===== src/inc/adctrf_pkg.sv =====
// adctrf_pkg: register map, field layout, reset values and shared types of the adc trigger/result block.
// assumes an AXI4-Lite slave with 32-bit data, one byte-wide register per aligned word.
package adctrf_pkg;

   // register byte addresses
   localparam logic [7:0] ADDR_CTRL0   = 8'h00; // channel_select, go, converter_on
   localparam logic [7:0] ADDR_CTRL1   = 8'h04; // result_format_select
   localparam logic [7:0] ADDR_TRIG    = 8'h08; // trigger_source_select
   localparam logic [7:0] ADDR_RES_HI  = 8'h0C;
   localparam logic [7:0] ADDR_RES_LO  = 8'h10;
   localparam logic [7:0] ADDR_IRQ_ST  = 8'h14;
   localparam logic [7:0] ADDR_IRQ_MSK = 8'h18;

   // field positions
   localparam int CTRL0_ON_BIT   = 0;
   localparam int CTRL0_GO_BIT   = 1;
   localparam int CTRL0_CHS_LSB  = 2;
   localparam int CTRL1_FMT_BIT  = 7;
   localparam int TRIG_SEL_LSB   = 4;
   localparam int IRQ_DONE_BIT   = 0;
   localparam int IRQ_T0_BIT     = 1;
   localparam int IRQ_T1_BIT     = 2;
   localparam int IRQ_WIDTH      = 3;

   // reset values
   localparam logic [7:0] CTRL0_RST = 8'h00;
   localparam logic [7:0] CTRL1_RST = 8'h00;
   localparam logic [3:0] TRIG_RST  = 4'h0;

   // trigger select codes
   localparam logic [3:0] TSEL_NONE = 4'h0;
   localparam logic [3:0] TSEL_T0   = 4'h3;
   localparam logic [3:0] TSEL_T1   = 4'h4;
   localparam logic [3:0] TSEL_T2   = 4'h5;
   localparam logic [3:0] TSEL_C1   = 4'h6;
   localparam logic [3:0] TSEL_C2   = 4'h7;
   localparam logic [3:0] TSEL_LC1  = 4'h8;
   localparam logic [3:0] TSEL_LC2  = 4'h9;

   localparam logic [1:0] RESP_OKAY   = 2'h0;
   localparam logic [1:0] RESP_SLVERR = 2'h2;

   // trigger sources travel together
   typedef struct packed {
      logic timer_zero_wrap;
      logic timer_one_wrap;
      logic timer_two_period_hit;
      logic comparator_one_synced;
      logic comparator_two_synced;
      logic logic_cell_one_output;
      logic logic_cell_two_output;
   } adctrf_src_t;

   // converter core handshake
   typedef struct packed {
      logic       done;
      logic [9:0] conversion_result;
   } adctrf_core_t;

endpackage : adctrf_pkg


===== src/hw/adctrf_trig_sel.sv =====
// adctrf_trig_sel: source multiplexer and rising-edge detector for the auto-conversion trigger.
// assumes sources are synchronous to aclk.
module adctrf_trig_sel
   import adctrf_pkg::*;
(
   // clock and reset
   input  wire logic        aclk,
   input  wire logic        aresetn,
   // selection and sources
   input  wire logic [3:0]  trigger_source_select,
   input  wire adctrf_src_t src,
   // one-cycle edge pulse
   output logic             trig_pulse
);

   logic sel_lvl;
   logic prev_r;

   // reserved codes select nothing, so a held-low level never fires
   assign sel_lvl = (trigger_source_select == TSEL_T0)  ? src.timer_zero_wrap       :
                    (trigger_source_select == TSEL_T1)  ? src.timer_one_wrap        :
                    (trigger_source_select == TSEL_T2)  ? src.timer_two_period_hit  :
                    (trigger_source_select == TSEL_C1)  ? src.comparator_one_synced :
                    (trigger_source_select == TSEL_C2)  ? src.comparator_two_synced :
                    (trigger_source_select == TSEL_LC1) ? src.logic_cell_one_output :
                    (trigger_source_select == TSEL_LC2) ? src.logic_cell_two_output :
                    1'b0;

   always_ff @(posedge aclk) begin
      if (!aresetn) begin
         prev_r <= 1'b0;
      end else begin
         prev_r <= sel_lvl;
      end
   end

   // level high after a low sample; a steady high fires once only
   assign trig_pulse = sel_lvl & ~prev_r;

   AST_EDGE_ONLY: assert property (@(posedge aclk) disable iff (!aresetn)
      trig_pulse |-> (sel_lvl && !$past(sel_lvl)))
      else $error("trigger pulse without rising edge");
   AST_RESERVED_QUIET: assert property (@(posedge aclk) disable iff (!aresetn)
      (trigger_source_select inside {4'h0, 4'h1, 4'h2, [4'hA:4'hF]}) |-> !sel_lvl)
      else $error("reserved select code drives a source");

endmodule : adctrf_trig_sel


===== src/hw/adctrf_fmt.sv =====
// adctrf_fmt: places a 10-bit result into high/low bytes, left or right justified.
// assumes the caller loads both registers from these outputs in one cycle.
module adctrf_fmt
   import adctrf_pkg::*;
(
   // result and format
   input  wire logic [9:0] conversion_result,
   input  wire logic       result_format_select,
   // packed bytes
   output logic [7:0]      res_hi,
   output logic [7:0]      res_lo
);

   // unused six bits are forced to zero on load
   assign res_hi = result_format_select ? {6'h00, conversion_result[9:8]}
                                        : conversion_result[9:2];
   assign res_lo = result_format_select ? conversion_result[7:0]
                                        : {conversion_result[1:0], 6'h00};

endmodule : adctrf_fmt


===== src/hw/adctrf_top.sv =====
// adctrf_top: control registers, auto-trigger, result formatting and interrupt for a 10-bit converter.
// assumes an AXI4-Lite master on aclk and an analog core that reports done with a result.
//
// What this block does
// - trigger select in bits 7:4; code 0, 1, 2, 10-15 select nothing
// - codes 3, 4, 5 select timer zero wrap, timer one wrap, timer two hit
// - codes 6, 7 comparators one/two; codes 8, 9 logic cells one/two
// - only a rising edge of the chosen source starts a conversion
// - a timer wrap used as trigger still sets its own interrupt flag
// - low four bits of trigger register read zero, writes ignored
// - left justified: high register holds result bits 9:2
// - left justified: low register holds result bits 1:0 in bits 7:6
// - right justified: high register holds result bits 9:8 in bits 1:0
// - right justified: low register holds result bits 7:0
// - result registers read/write, not reset; trigger select clears on reset
// - trigger edge sets go bit like a software write of one; here the edge sets go only while converter_on is high
// - the six unused result bits load as zero
// - on completion clear go, set done flag, load both result registers; here a go set in the same cycle keeps go high
//
// Design decisions made here: the register offsets and the AXI4-Lite register port.
module adctrf_top
   import adctrf_pkg::*;
(
   // clock and reset
   input  wire logic         aclk,
   input  wire logic         aresetn,
   // axi4-lite write address
   input  wire logic [7:0]   s_axi_awaddr,
   input  wire logic         s_axi_awvalid,
   output logic              s_axi_awready,
   // axi4-lite write data
   input  wire logic [31:0]  s_axi_wdata,
   input  wire logic [3:0]   s_axi_wstrb,
   input  wire logic         s_axi_wvalid,
   output logic              s_axi_wready,
   // axi4-lite write response
   output logic [1:0]        s_axi_bresp,
   output logic              s_axi_bvalid,
   input  wire logic         s_axi_bready,
   // axi4-lite read
   input  wire logic [7:0]   s_axi_araddr,
   input  wire logic         s_axi_arvalid,
   output logic              s_axi_arready,
   output logic [31:0]       s_axi_rdata,
   output logic [1:0]        s_axi_rresp,
   output logic              s_axi_rvalid,
   input  wire logic         s_axi_rready,
   // trigger sources
   input  wire adctrf_src_t  src,
   // converter core
   input  wire adctrf_core_t core,
   output logic              core_start,
   output logic              converter_on,
   output logic [4:0]        channel_select,
   // interrupt
   output logic              irq
);

   logic [7:0]           ctrl0_r;
   logic [7:0]           ctrl0_nxt;
   logic                 fmt_r;
   logic [3:0]           tsel_r;
   logic [7:0]           res_hi_r;
   logic [7:0]           res_hi_nxt;
   logic [7:0]           res_lo_r;
   logic [7:0]           res_lo_nxt;
   logic [IRQ_WIDTH-1:0] ist_r;
   logic [IRQ_WIDTH-1:0] ist_nxt;
   logic [IRQ_WIDTH-1:0] imsk_r;
   logic                 go_r;
   logic                 go_nxt;
   logic                 start_r;
   logic                 irq_r;
   logic [7:0]           aw_addr_r;
   logic                 aw_held_r;
   logic [7:0]           w_data_r;
   logic                 w_strb_r;
   logic                 w_held_r;
   logic                 bvalid_r;
   logic [1:0]           bresp_r;
   logic                 rvalid_r;
   logic [31:0]          rdata_r;
   logic [1:0]           rresp_r;
   logic                 awready_r;
   logic                 wready_r;
   logic                 arready_r;

   // write decode
   logic       wr_fire;
   logic       wr_en;
   logic       wr_hit;
   logic       wr_ctrl0;
   logic       wr_ctrl1;
   logic       wr_trig;
   logic       wr_rhi;
   logic       wr_rlo;
   logic       wr_ist;
   logic       wr_imsk;
   logic       trig_pulse;
   logic       go_set;
   logic [7:0] fmt_hi;
   logic [7:0] fmt_lo;
   logic [IRQ_WIDTH-1:0] ev;
   logic       aw_take;
   logic       w_take;
   logic       ar_take;

   function automatic logic addr_is(input logic [7:0] a, input logic [7:0] ref_a);
      addr_is = (a[7:2] == ref_a[7:2]);
   endfunction : addr_is

   assign wr_fire  = aw_held_r & w_held_r & ~bvalid_r;
   assign wr_en    = wr_fire & w_strb_r;
   assign wr_ctrl0 = wr_en & addr_is(aw_addr_r, ADDR_CTRL0);
   assign wr_ctrl1 = wr_en & addr_is(aw_addr_r, ADDR_CTRL1);
   assign wr_trig  = wr_en & addr_is(aw_addr_r, ADDR_TRIG);
   assign wr_rhi   = wr_en & addr_is(aw_addr_r, ADDR_RES_HI);
   assign wr_rlo   = wr_en & addr_is(aw_addr_r, ADDR_RES_LO);
   assign wr_ist   = wr_en & addr_is(aw_addr_r, ADDR_IRQ_ST);
   assign wr_imsk  = wr_en & addr_is(aw_addr_r, ADDR_IRQ_MSK);
   assign wr_hit   = addr_is(aw_addr_r, ADDR_CTRL0) | addr_is(aw_addr_r, ADDR_CTRL1) |
                     addr_is(aw_addr_r, ADDR_TRIG) | addr_is(aw_addr_r, ADDR_RES_HI) |
                     addr_is(aw_addr_r, ADDR_RES_LO) | addr_is(aw_addr_r, ADDR_IRQ_ST) |
                     addr_is(aw_addr_r, ADDR_IRQ_MSK);

   // a channel is taken only while its ready flop stands high
   assign aw_take  = s_axi_awvalid & awready_r;
   assign w_take   = s_axi_wvalid & wready_r;
   assign ar_take  = s_axi_arvalid & arready_r;

   // the read mux packs the status into one byte; a wider layout needs a new map
   if (IRQ_WIDTH != 3 || TRIG_SEL_LSB != 4) begin : g_layout_check
      $error("status or trigger field layout does not fit the byte register");
   end

   // edges are found before the on gate; a rise while off is dropped, not replayed
   adctrf_trig_sel u_trig (
      .aclk                  (aclk),
      .aresetn               (aresetn),
      .trigger_source_select (tsel_r),
      .src                   (src),
      .trig_pulse            (trig_pulse)
   );

   adctrf_fmt u_fmt (
      .conversion_result    (core.conversion_result),
      .result_format_select (fmt_r),
      .res_hi               (fmt_hi),
      .res_lo               (fmt_lo)
   );

   // go set by edge behaves as software write of one; edge ignored while off
   assign go_set = (trig_pulse & ctrl0_r[CTRL0_ON_BIT]) |
                   (wr_ctrl0 & w_data_r[CTRL0_GO_BIT]);
   // start wins over a simultaneous done; go stays set, but no core_start pulse follows if go_r was already high
   assign go_nxt = go_set ? 1'b1 :
                   (core.done ? 1'b0 :
                   (wr_ctrl0 ? w_data_r[CTRL0_GO_BIT] : go_r));
   assign ctrl0_nxt = wr_ctrl0 ? {1'b0, w_data_r[6:0]} : ctrl0_r;

   // completion load outranks a same-cycle software write of the result
   assign res_hi_nxt = core.done ? fmt_hi : (wr_rhi ? w_data_r : res_hi_r);
   assign res_lo_nxt = core.done ? fmt_lo : (wr_rlo ? w_data_r : res_lo_r);

   // timer wraps flag whether or not they are the selected trigger
   assign ev = {src.timer_one_wrap, src.timer_zero_wrap, core.done};
   // set wins over write-one-to-clear
   assign ist_nxt = (ist_r & ~(wr_ist ? w_data_r[IRQ_WIDTH-1:0] : {IRQ_WIDTH{1'b0}})) | ev;

   always_ff @(posedge aclk) begin
      if (!aresetn) begin
         ctrl0_r <= CTRL0_RST;
         go_r    <= 1'b0;
         fmt_r   <= CTRL1_RST[CTRL1_FMT_BIT];
         tsel_r  <= TRIG_RST;
         ist_r   <= '0;
         imsk_r  <= '0;
         start_r <= 1'b0;
         irq_r   <= 1'b0;
      end else begin
         ctrl0_r <= ctrl0_nxt;
         go_r    <= go_nxt;
         start_r <= go_set & ~go_r;
         if (wr_ctrl1) begin
            fmt_r <= w_data_r[CTRL1_FMT_BIT];
         end
         if (wr_trig) begin
            tsel_r <= w_data_r[7:TRIG_SEL_LSB];
         end
         ist_r <= ist_nxt;
         if (wr_imsk) begin
            imsk_r <= w_data_r[IRQ_WIDTH-1:0];
         end
         // next-state terms keep irq in step with the status bit
         irq_r <= |(ist_nxt & (wr_imsk ? w_data_r[IRQ_WIDTH-1:0] : imsk_r));
      end
   end

   // result registers hold across reset; contents are undefined at power-up
   always_ff @(posedge aclk) begin
      res_hi_r <= res_hi_nxt;
      res_lo_r <= res_lo_nxt;
   end

   // write channels are taken independently, response after both
   always_ff @(posedge aclk) begin
      if (!aresetn) begin
         aw_addr_r <= 8'h00;
         aw_held_r <= 1'b0;
         w_data_r  <= 8'h00;
         w_strb_r  <= 1'b0;
         w_held_r  <= 1'b0;
         bvalid_r  <= 1'b0;
         bresp_r   <= RESP_OKAY;
         awready_r <= 1'b1;
         wready_r  <= 1'b1;
      end else begin
         if (aw_take) begin
            aw_addr_r <= s_axi_awaddr;
            aw_held_r <= 1'b1;
            awready_r <= 1'b0;
         end
         if (w_take) begin
            w_data_r <= s_axi_wdata[7:0];
            w_strb_r <= s_axi_wstrb[0];
            w_held_r <= 1'b1;
            wready_r <= 1'b0;
         end
         if (wr_fire) begin
            aw_held_r <= 1'b0;
            w_held_r  <= 1'b0;
            awready_r <= 1'b1;
            wready_r  <= 1'b1;
            bvalid_r  <= 1'b1;
            bresp_r   <= wr_hit ? RESP_OKAY : RESP_SLVERR;
         end else if (s_axi_bready) begin
            bvalid_r <= 1'b0;
         end
      end
   end

   // read mux
   // read data is sampled at the address hand-shake
   logic [7:0] rd_byte;
   logic       rd_hit;
   assign rd_hit  = addr_is(s_axi_araddr, ADDR_CTRL0) | addr_is(s_axi_araddr, ADDR_CTRL1) |
                    addr_is(s_axi_araddr, ADDR_TRIG) | addr_is(s_axi_araddr, ADDR_RES_HI) |
                    addr_is(s_axi_araddr, ADDR_RES_LO) | addr_is(s_axi_araddr, ADDR_IRQ_ST) |
                    addr_is(s_axi_araddr, ADDR_IRQ_MSK);
   assign rd_byte = addr_is(s_axi_araddr, ADDR_CTRL0)   ? {ctrl0_r[7:2], go_r, ctrl0_r[CTRL0_ON_BIT]} :
                    addr_is(s_axi_araddr, ADDR_CTRL1)   ? {fmt_r, 7'h00} :
                    addr_is(s_axi_araddr, ADDR_TRIG)    ? {tsel_r, 4'h0} :
                    addr_is(s_axi_araddr, ADDR_RES_HI)  ? res_hi_r :
                    addr_is(s_axi_araddr, ADDR_RES_LO)  ? res_lo_r :
                    addr_is(s_axi_araddr, ADDR_IRQ_ST)  ? {5'h00, ist_r} :
                    addr_is(s_axi_araddr, ADDR_IRQ_MSK) ? {5'h00, imsk_r} : 8'h00;

   always_ff @(posedge aclk) begin
      if (!aresetn) begin
         rvalid_r  <= 1'b0;
         arready_r <= 1'b1;
         rdata_r   <= 32'h0000_0000;
         rresp_r   <= RESP_OKAY;
      end else if (ar_take) begin
         rvalid_r  <= 1'b1;
         arready_r <= 1'b0;
         rdata_r   <= {24'h00_0000, rd_byte};
         rresp_r   <= rd_hit ? RESP_OKAY : RESP_SLVERR;
      end else if (s_axi_rready) begin
         rvalid_r  <= 1'b0;
         arready_r <= 1'b1;
      end
   end

   assign s_axi_awready  = awready_r;
   assign s_axi_wready   = wready_r;
   assign s_axi_bvalid   = bvalid_r;
   assign s_axi_bresp    = bresp_r;
   assign s_axi_arready  = arready_r;
   assign s_axi_rvalid   = rvalid_r;
   assign s_axi_rdata    = rdata_r;
   assign s_axi_rresp    = rresp_r;
   assign core_start     = start_r;
   assign converter_on   = ctrl0_r[CTRL0_ON_BIT];
   assign channel_select = ctrl0_r[6:CTRL0_CHS_LSB];
   assign irq            = irq_r;

   AST_TRIG_SETS_GO: assert property (@(posedge aclk) disable iff (!aresetn)
      (trig_pulse && ctrl0_r[CTRL0_ON_BIT]) |=> go_r)
      else $error("trigger edge did not set go");
   AST_DONE_CLEARS_GO: assert property (@(posedge aclk) disable iff (!aresetn)
      (core.done && !go_set) |=> !go_r)
      else $error("go not cleared on completion");
   AST_DONE_FLAG: assert property (@(posedge aclk) disable iff (!aresetn)
      core.done |=> ist_r[IRQ_DONE_BIT])
      else $error("done flag not set");
   AST_T0_FLAG: assert property (@(posedge aclk) disable iff (!aresetn)
      src.timer_zero_wrap |=> ist_r[IRQ_T0_BIT])
      else $error("timer zero flag not set");
   AST_T1_FLAG: assert property (@(posedge aclk) disable iff (!aresetn)
      src.timer_one_wrap |=> ist_r[IRQ_T1_BIT])
      else $error("timer one flag not set");
   AST_LEFT_LOAD: assert property (@(posedge aclk) disable iff (!aresetn)
      (core.done && !fmt_r) |=> (res_hi_r == $past(core.conversion_result[9:2]) &&
                                 res_lo_r == {$past(core.conversion_result[1:0]), 6'h00}))
      else $error("left justified load wrong");
   AST_RIGHT_LOAD: assert property (@(posedge aclk) disable iff (!aresetn)
      (core.done && fmt_r) |=> (res_lo_r == $past(core.conversion_result[7:0]) &&
                                res_hi_r[7:2] == 6'h00))
      else $error("right justified load wrong");
   AST_TRIG_LOW_ZERO: assert property (@(posedge aclk) disable iff (!aresetn)
      (s_axi_arvalid && !rvalid_r && addr_is(s_axi_araddr, ADDR_TRIG)) |=> (rdata_r[3:0] == 4'h0))
      else $error("trigger low bits not zero");
   AST_STEADY_NO_START: assert property (@(posedge aclk) disable iff (!aresetn)
      (trig_pulse && !wr_ctrl0) |=> !trig_pulse)
      else $error("steady level fired twice");

   AST_EDGE_STARTS: assert property (@(posedge aclk) disable iff (!aresetn)
      (trig_pulse && ctrl0_r[CTRL0_ON_BIT] && !go_r) |=> core_start)
      else $error("trigger edge did not start the core");
   AST_NONE_QUIET: assert property (@(posedge aclk) disable iff (!aresetn)
      (tsel_r == TSEL_NONE) |-> !trig_pulse)
      else $error("no-trigger code produced an edge");
   AST_RST_TRIG: assert property (@(posedge aclk)
      !aresetn |=> (tsel_r == TRIG_RST && !go_r))
      else $error("reset did not clear trigger select and go");
   AST_IRQ_LEVEL: assert property (@(posedge aclk) disable iff (!aresetn)
      irq_r == |(ist_r & imsk_r))
      else $error("irq does not follow masked status");
   AST_B_STANDS: assert property (@(posedge aclk) disable iff (!aresetn)
      (bvalid_r && !s_axi_bready) |=> (bvalid_r && $stable(bresp_r)))
      else $error("write response dropped before bready");
   AST_R_STANDS: assert property (@(posedge aclk) disable iff (!aresetn)
      (rvalid_r && !s_axi_rready) |=> (rvalid_r && $stable(rdata_r)))
      else $error("read data dropped before rready");


   COV_TRIG: cover property (@(posedge aclk) disable iff (!aresetn) trig_pulse && ctrl0_r[CTRL0_ON_BIT]);
   COV_DONE_RIGHT: cover property (@(posedge aclk) disable iff (!aresetn) core.done && fmt_r);
   COV_DONE_LEFT: cover property (@(posedge aclk) disable iff (!aresetn) core.done && !fmt_r);
   COV_IRQ: cover property (@(posedge aclk) disable iff (!aresetn) $rose(irq_r));
   COV_TIMER_TRIG: cover property (@(posedge aclk) disable iff (!aresetn) trig_pulse && tsel_r == TSEL_T0);

endmodule : adctrf_top


===== config.mk =====
export PLATFORM = sky130hd
export DESIGN_NAME = adctrf_top
export DESIGN_NICKNAME = d
export VERILOG_FILES = /design/src/inc/adctrf_pkg.sv /design/src/hw/adctrf_trig_sel.sv /design/src/hw/adctrf_fmt.sv /design/src/hw/adctrf_top.sv
export SDC_FILE = /design/constraint.sdc
export NUM_CORES = 1
export LEC_CHECK = 0
export ABC_AREA = 1
export BUFFER_PORTS_ARGS = -buffer_cell sky130_fd_sc_hd__buf_2
export CAP_MARGIN = 20
export CORE_MARGIN = 8
export CORE_UTILIZATION = 44
export DETAILED_ROUTE_END_ITERATION = 12
export GPL_ROUTABILITY_DRIVEN = 0
export GPL_TIMING_DRIVEN = 1
export PLACE_DENSITY = 0.78
export SLEW_MARGIN = 40
export SYNTH_ARGS = -nofsm -noshare
export SYNTH_HDL_FRONTEND = slang
export SYNTH_SLANG_ARGS = --single-unit
export TNS_END_PERCENT = 100

===== constraint.sdc =====
create_clock -name aclk -period 1.7 [get_ports aclk]
set_input_delay 0.255 -clock aclk [delete_from_list [all_inputs] [get_ports aclk]]
set_output_delay 0.255 -clock aclk [all_outputs]
set_load 0.05 [all_outputs]

After elaboration in Yosys (flattened, before gate mapping)
Index checks and enable logic that the tools add are counted.

ROM bits: 0. Memories kept: 0. Bits in writable memories: 0. Bits in latches: 0. Logic and storage cells: 123. Bits of input ports: 77. Register bits: 74.

Shifts and indexed selects: 0. Mux-type cells: 33. $lt $le $gt $ge: 0. $add $sub $neg: 0. Reductions and logical operators: 9. Equal/unequal tests: 19. Multiply operators: 0. Div/mod/pow operators: 0. Bitwise gates (word level): 38.

Operator list (number): $mux 8 (11); $eq 6x3->1 const B (6); $eq 6x2->1 const B (4); $and 1x1->1 (17); $eq 4x3->1 const B (4); $mux 1 (16); $or 1x1->1 (13); $eq 6x1->1 const B (2); $logic_not 6->1 (2); $mux 3 (4); $eq 4x4->1 const B (2); $reduce_bool 2->1 (4); $and 3x3->3 (2); $eq 4x2->1 const B (1); $mux 2 (2); $not 1->1 (4); $not 3->3 (1); $or 3x3->3 (1); $reduce_bool 3->1 (1); $reduce_or 3->1 (1); $reduce_or 2->1 (1).

Depth between registers and ports, before layout
Depth after elaboration: 12. Depth in mapped cells: 10.

By module
Synthesis repeated with hierarchy kept, for this count alone.

Cells, all modules: 459. Area, all modules: 3397.0 um^2.

By module, submodules not included: adctrf_top (times used 1, cells each 396, area each 3111.7 um^2); adctrf_fmt (times used 1, cells each 39, area each 165.2 um^2); adctrf_trig_sel (times used 1, cells each 24, area each 120.1 um^2).

Least setup slack after synthesis
OpenSTA, ideal clock, no wires.

Kind: reg2reg. Start point: register bvalid_r, in the netlist s_axi_bvalid. End point: register res_hi_r[0], enable pin. Path buffers: 0. Arrival: 1.689 ns. Required time: 1.316 ns. Clock period less this slack: 2.074 ns. Stages on the path, launching flop included: 6. Library setup time: 0.384 ns. Setup slack: -0.374 ns. Path through: dfxtp_1 > inv_1 > nand3_2 > nor2_4 > nand3_4 > o21ai_0.

Cells in the longest elaborated chain, start to end: 5.

Ends and longest elaborated chain: start, declared (line adctrf_top.sv:79) `logic bvalid_r;`; start signal, assigned (line adctrf_top.sv:213) `bvalid_r <= 1'b0;`; start signal, assigned (line adctrf_top.sv:234) `bvalid_r <= 1'b1;`; start signal, assigned (line adctrf_top.sv:237) `bvalid_r <= 1'b0;`; $not 1->1 (line adctrf_top.sv:112) `assign wr_fire = aw_held_r & w_held_r & ~bvalid_r;`; $and 1x1->1 (line adctrf_top.sv:112); $and 1x1->1 (line adctrf_top.sv:113) `assign wr_en = wr_fire & w_strb_r;`; $and 1x1->1 (line adctrf_top.sv:117) `assign wr_rhi = wr_en & addr_is(aw_addr_r, ADDR_RES_HI);`; $reduce_bool 2->1 (no source line); end signal, assigned (line adctrf_top.sv:201) `res_hi_r <= res_hi_nxt;`; end, declared (line adctrf_top.sv:63) `logic [7:0] res_hi_r;`.

No other way between the ends. A chain may end at the register's enable or synchronous reset.

Worst setup path after layout
Start point: register aw_addr_r[4]. End point: register res_lo_r[7], enable pin.

Cells in the longest elaborated chain, start to end: 3.

Ends and longest elaborated chain: start, declared (line adctrf_top.sv:74) `logic [7:0] aw_addr_r;`; start signal, assigned (line adctrf_top.sv:219) `aw_addr_r <= s_axi_awaddr;`; $eq 6x3->1 (line adctrf_top.sv:109) `addr_is = (a[7:2] == ref_a[7:2]);`; $and 1x1->1 (line adctrf_top.sv:118) `assign wr_rlo = wr_en & addr_is(aw_addr_r, ADDR_RES_LO);`; $reduce_bool 2->1 (no source line); end signal, assigned (line adctrf_top.sv:202) `res_lo_r <= res_lo_nxt;`; end, declared (line adctrf_top.sv:65) `logic [7:0] res_lo_r;`.

No other way between the ends.

==> results.yml <==
status:
  run_status: "finished, final reports clean"
clocking:
  cts_repair_resize_count: 0
  clock_tree.root_cell: "sky130_fd_sc_hd__clkbuf_8"
  post_cts_hold_buffer_count: 0
  clock_sinks: 69
  clk_pin_slew_ns: 0.07
  tritoncts: "yes"
  clk_latency_ns: 0.35
  cts_setup_buffers: 0
  cts_htree_levels: 3
  cts-buffers-inserted: 9
  clock_path_buffers: 2
drt:
  drc_errors: 0
  wl_um: 8370
  detail-route-antenna-nets: 0
  num_vias: 3015
  drt_first_pass_iters: 5
  viasPerCell: 4.98
  initialDrtViolationCount: 202
  routedWlPerCell_um: 13.8
critical_path:
  timing.critical_path.arrival_ns: 1.49
  critPathRequiredTime_ns: 1.68
  critPathKind: "flop to flop"
  critPathLaunchType: "flop"
  critPathCaptureType: "flop"
  crit_fanout: 8
sta:
  maxSlewHeadroom_pct: 66.6
  tightestPinTransition_ns: 0.500
  layout_worst_path_cycle_share_pct: 88.5
  finalCriticalPeriod_ns: 1.50
  setup_viol: 0
  fmaxAchievable_mhz: 665
  grt_setup_unrepaired: "false"
  hold_violations: 0
  finalMaxSlewViolations: 0
  final.setup_skew_ns: 0.0129
  timing.setup.tns_ns: 0
placement:
  place.port_buffers: 68
  detailed_place_hpwl_um: 6510
synthesis:
  netlist-cell-type-count: 30
  post_synth_xor_area_fraction_pct: 0
  synth-compound-area-share_pct: 17.4
  synth_top_family_by_area: "simple AND/OR/NAND/NOR gates"
  yosys.area.top_type: "sky130_fd_sc_hd__dfxtp_1"
  share_of_the_synthesized_area_in_the_top_cell_type_pct: 32.2
  most_frequently_used_flop_master_after_synthesis: "sky130_fd_sc_hd__dfxtp_1"
  yosys_register_bits: 69
  simple_gate_portion_of_the_synthesized_area_pct: 21.5
  syn-instance-count: 429
  yosysMostFrequentCell: "sky130_fd_sc_hd__nand2_1"
  asyncSetResetFlopFracSynth_pct: 0
  synth_area_leaders: "sky130_fd_sc_hd__dfxtp_1 (32%), sky130_fd_sc_hd__edfxtp_1 (15%), sky130_fd_sc_hd__nand2_1 (8.1%)"
  yosysWarnings: 0
  post_synth_fa_ha_maj_area_fraction_pct: 0
  netlist_top_cells_count: "sky130_fd_sc_hd__nand2_1 (71), sky130_fd_sc_hd__inv_1 (59), sky130_fd_sc_hd__dfxtp_1 (53), sky130_fd_sc_hd__o21ai_0 (51), sky130_fd_sc_hd__nor2_1 (48)"
  syn-mean-instance-area_um2: 7.69
  synthMuxAreaShare_pct: 0
  synth_area_um2: 3300
  synth_seq_area_share_pct: 46.7
  synth_enable_flop_cells: 16
pwr:
  power_switching_w: 0.00109
  clock_power_share_pct: 31.9
  power.share.sequential_pct: 51.3
  power.density_nw_per_um2: 934
  internal-power_w: 0.00248
  leakage_nw: 1.76
  pwr-share-comb_pct: 16.8
  vdd.ir_drop.worst_mv: 0.498
  swShare_pct: 30.5
die:
  start_util_pct: 45.5
  floorplan.rows: 31
  die_w_um: 103
  die_h_um: 103
  num_io_pins: 126
  die-area_um2: 10500
  placeableCoreArea_um2: 7250
cells_and_area:
  final-seq-area_um2: 1540
  multi_input_area_um2: 1400
  filler_cell_count: 728
  finish.utilization_pct: 52.8
  area_growth_syn_to_layout_pct: 16.0
  drive_gt1_share_pct: 19.9
  antenna_cells: 0
  finalNetCount: 580
run:
  cap_viol_max_count: 0
grt:
  wire_length_of_the_first_global_routing_pass_um: 13200
  grtUsageTotal_pct: 16.4
  vias_in_the_first_global_route: 2913
  grt_overflow_total: 0
  antenna_violations_before_repair: 0
  grt_max_degree: 39
hold_path:
  worst_min_delay_path_class: "input port to flop"
==> cell usage in the layout (no fill, tap or decap) <==
cell,Yosys,layout
sky130_fd_sc_hd__a21oi_1,39,39
sky130_fd_sc_hd__a41oi_1,1,1
sky130_fd_sc_hd__buf_2,2,68
sky130_fd_sc_hd__buf_4,26,4
sky130_fd_sc_hd__clkbuf_1,4,3
sky130_fd_sc_hd__clkbuf_8,1,10
sky130_fd_sc_hd__clkinv_2,0,1
sky130_fd_sc_hd__clkinvlp_4,0,1
sky130_fd_sc_hd__conb_1,1,26
sky130_fd_sc_hd__dfxtp_1,53,53
sky130_fd_sc_hd__edfxtp_1,16,16
sky130_fd_sc_hd__inv_1,59,59
sky130_fd_sc_hd__inv_2,2,2
sky130_fd_sc_hd__nand2_1,71,71
sky130_fd_sc_hd__nand2_2,1,1
sky130_fd_sc_hd__nand3_1,19,19
sky130_fd_sc_hd__nand3_2,2,2
sky130_fd_sc_hd__nand3_4,1,1
sky130_fd_sc_hd__nand3b_1,1,1
sky130_fd_sc_hd__nand4_1,3,3
sky130_fd_sc_hd__nor2_1,48,48
sky130_fd_sc_hd__nor2_2,4,4
sky130_fd_sc_hd__nor2_4,3,3
sky130_fd_sc_hd__nor2_8,1,1
sky130_fd_sc_hd__nor3_1,2,2
sky130_fd_sc_hd__nor3_2,1,1
sky130_fd_sc_hd__o211ai_1,3,3
sky130_fd_sc_hd__o21ai_0,51,50
sky130_fd_sc_hd__o21ai_2,0,1
sky130_fd_sc_hd__o221ai_1,4,4
sky130_fd_sc_hd__o22ai_1,8,8
sky130_fd_sc_hd__o31ai_4,0,1
==> metal layers <==
metal	up-vias	track usage, %	part of all wire (%)
li1	1505	-	-
met5	-	0	0
met3	21	5.06	10
met1	1333	19.1	42
met4	0	8.24	2.6
met2	156	26.6	45
==> final cells by class <==
| cell class | count | share of cell area (%) |
|---|---|---|
| Inverter | 61 | 5.98 |
| Sequential cell | 69 | 40.3 |
| Clock inverter | 2 | 0.327 |
| Multi-Input combinational cell | 290 | 36.6 |
| Tap cell | 99 | 3.24 |
| Timing Repair Buffer | 72 | 9.68 |
| Clock buffer | 13 | 3.89 |
==> worst max-delay path: stages, from the launching register on <==
cell	delay (ns)
sky130_fd_sc_hd__dfxtp_1	0.34
sky130_fd_sc_hd__inv_2	0.07
sky130_fd_sc_hd__nor2_1	0.08
sky130_fd_sc_hd__nand2_1	0.14
sky130_fd_sc_hd__o31ai_4	0.52
==> logic make-up after synthesis <==
| kind of cell | Yosys count |
|---|---|
| AND/OR/NAND/NOR | 157 |
| AO/OA/AOI/OAI | 107 |
| buffers and inverters | 95 |
| flip-flops | 69 |
| other | 1 |
==> worst paths after layout <==
kind | to | from | slack [ns] | cells after the start
setup / recovery | res_lo_r[7] | aw_addr_r[4] | 0.20 | 4
hold / removal | s_axi_arready | s_axi_rready | 0.15 | 3
setup reg to reg | res_lo_r[7] | aw_addr_r[4] | 0.20 | 4
hold reg to reg | s_axi_rvalid | s_axi_rvalid | 0.46 | 2
==> power groups by stage <==
stage | combinational, W | sequential, W | clock, W
2_1_floorplan | 0.000405 | 0.00195 | 0
3_3_place_gp | 0.000583 | 0.00187 | 0
3_5_place_dp | 0.000594 | 0.00187 | 0
4_1_cts | 0.000596 | 0.00183 | 0.00118
5_1_grt | 0.000652 | 0.00184 | 0.00124
6_report | 0.000599 | 0.00183 | 0.00114
==> registers in the layout (all words and copies together), names as in the netlist, 3 cells and up <==
register and cells:
s_axi_rdata 8, ist_r 3, w_data_r 8, aw_addr_r 6, res_lo_r 8, res_hi_r 8
imsk_r 3, ctrl0_r 6, tsel_r 4
==> metrics by stage <==
| step | total power (W) | setup WS [ns] | instances | cell area, um^2 | hold WS [ns] |
|---|---|---|---|---|---|
| after floorplan | 0.00235 | 0.0172 | 454 | 3410 | 0.380 |
| after global placement | 0.00245 | 0.231 | 591 | 3660 | 0.436 |
| after detailed placement | 0.00246 | 0.205 | 591 | 3660 | 0.444 |
| after CTS | 0.00361 | 0.190 | 606 | 3830 | 0.129 |
| after global routing | 0.00374 | 0.00411 | 606 | 3830 | 0.147 |
| final | 0.00357 | 0.196 | 606 | 3830 | 0.153 |
(Power assumes the default switching activity.)
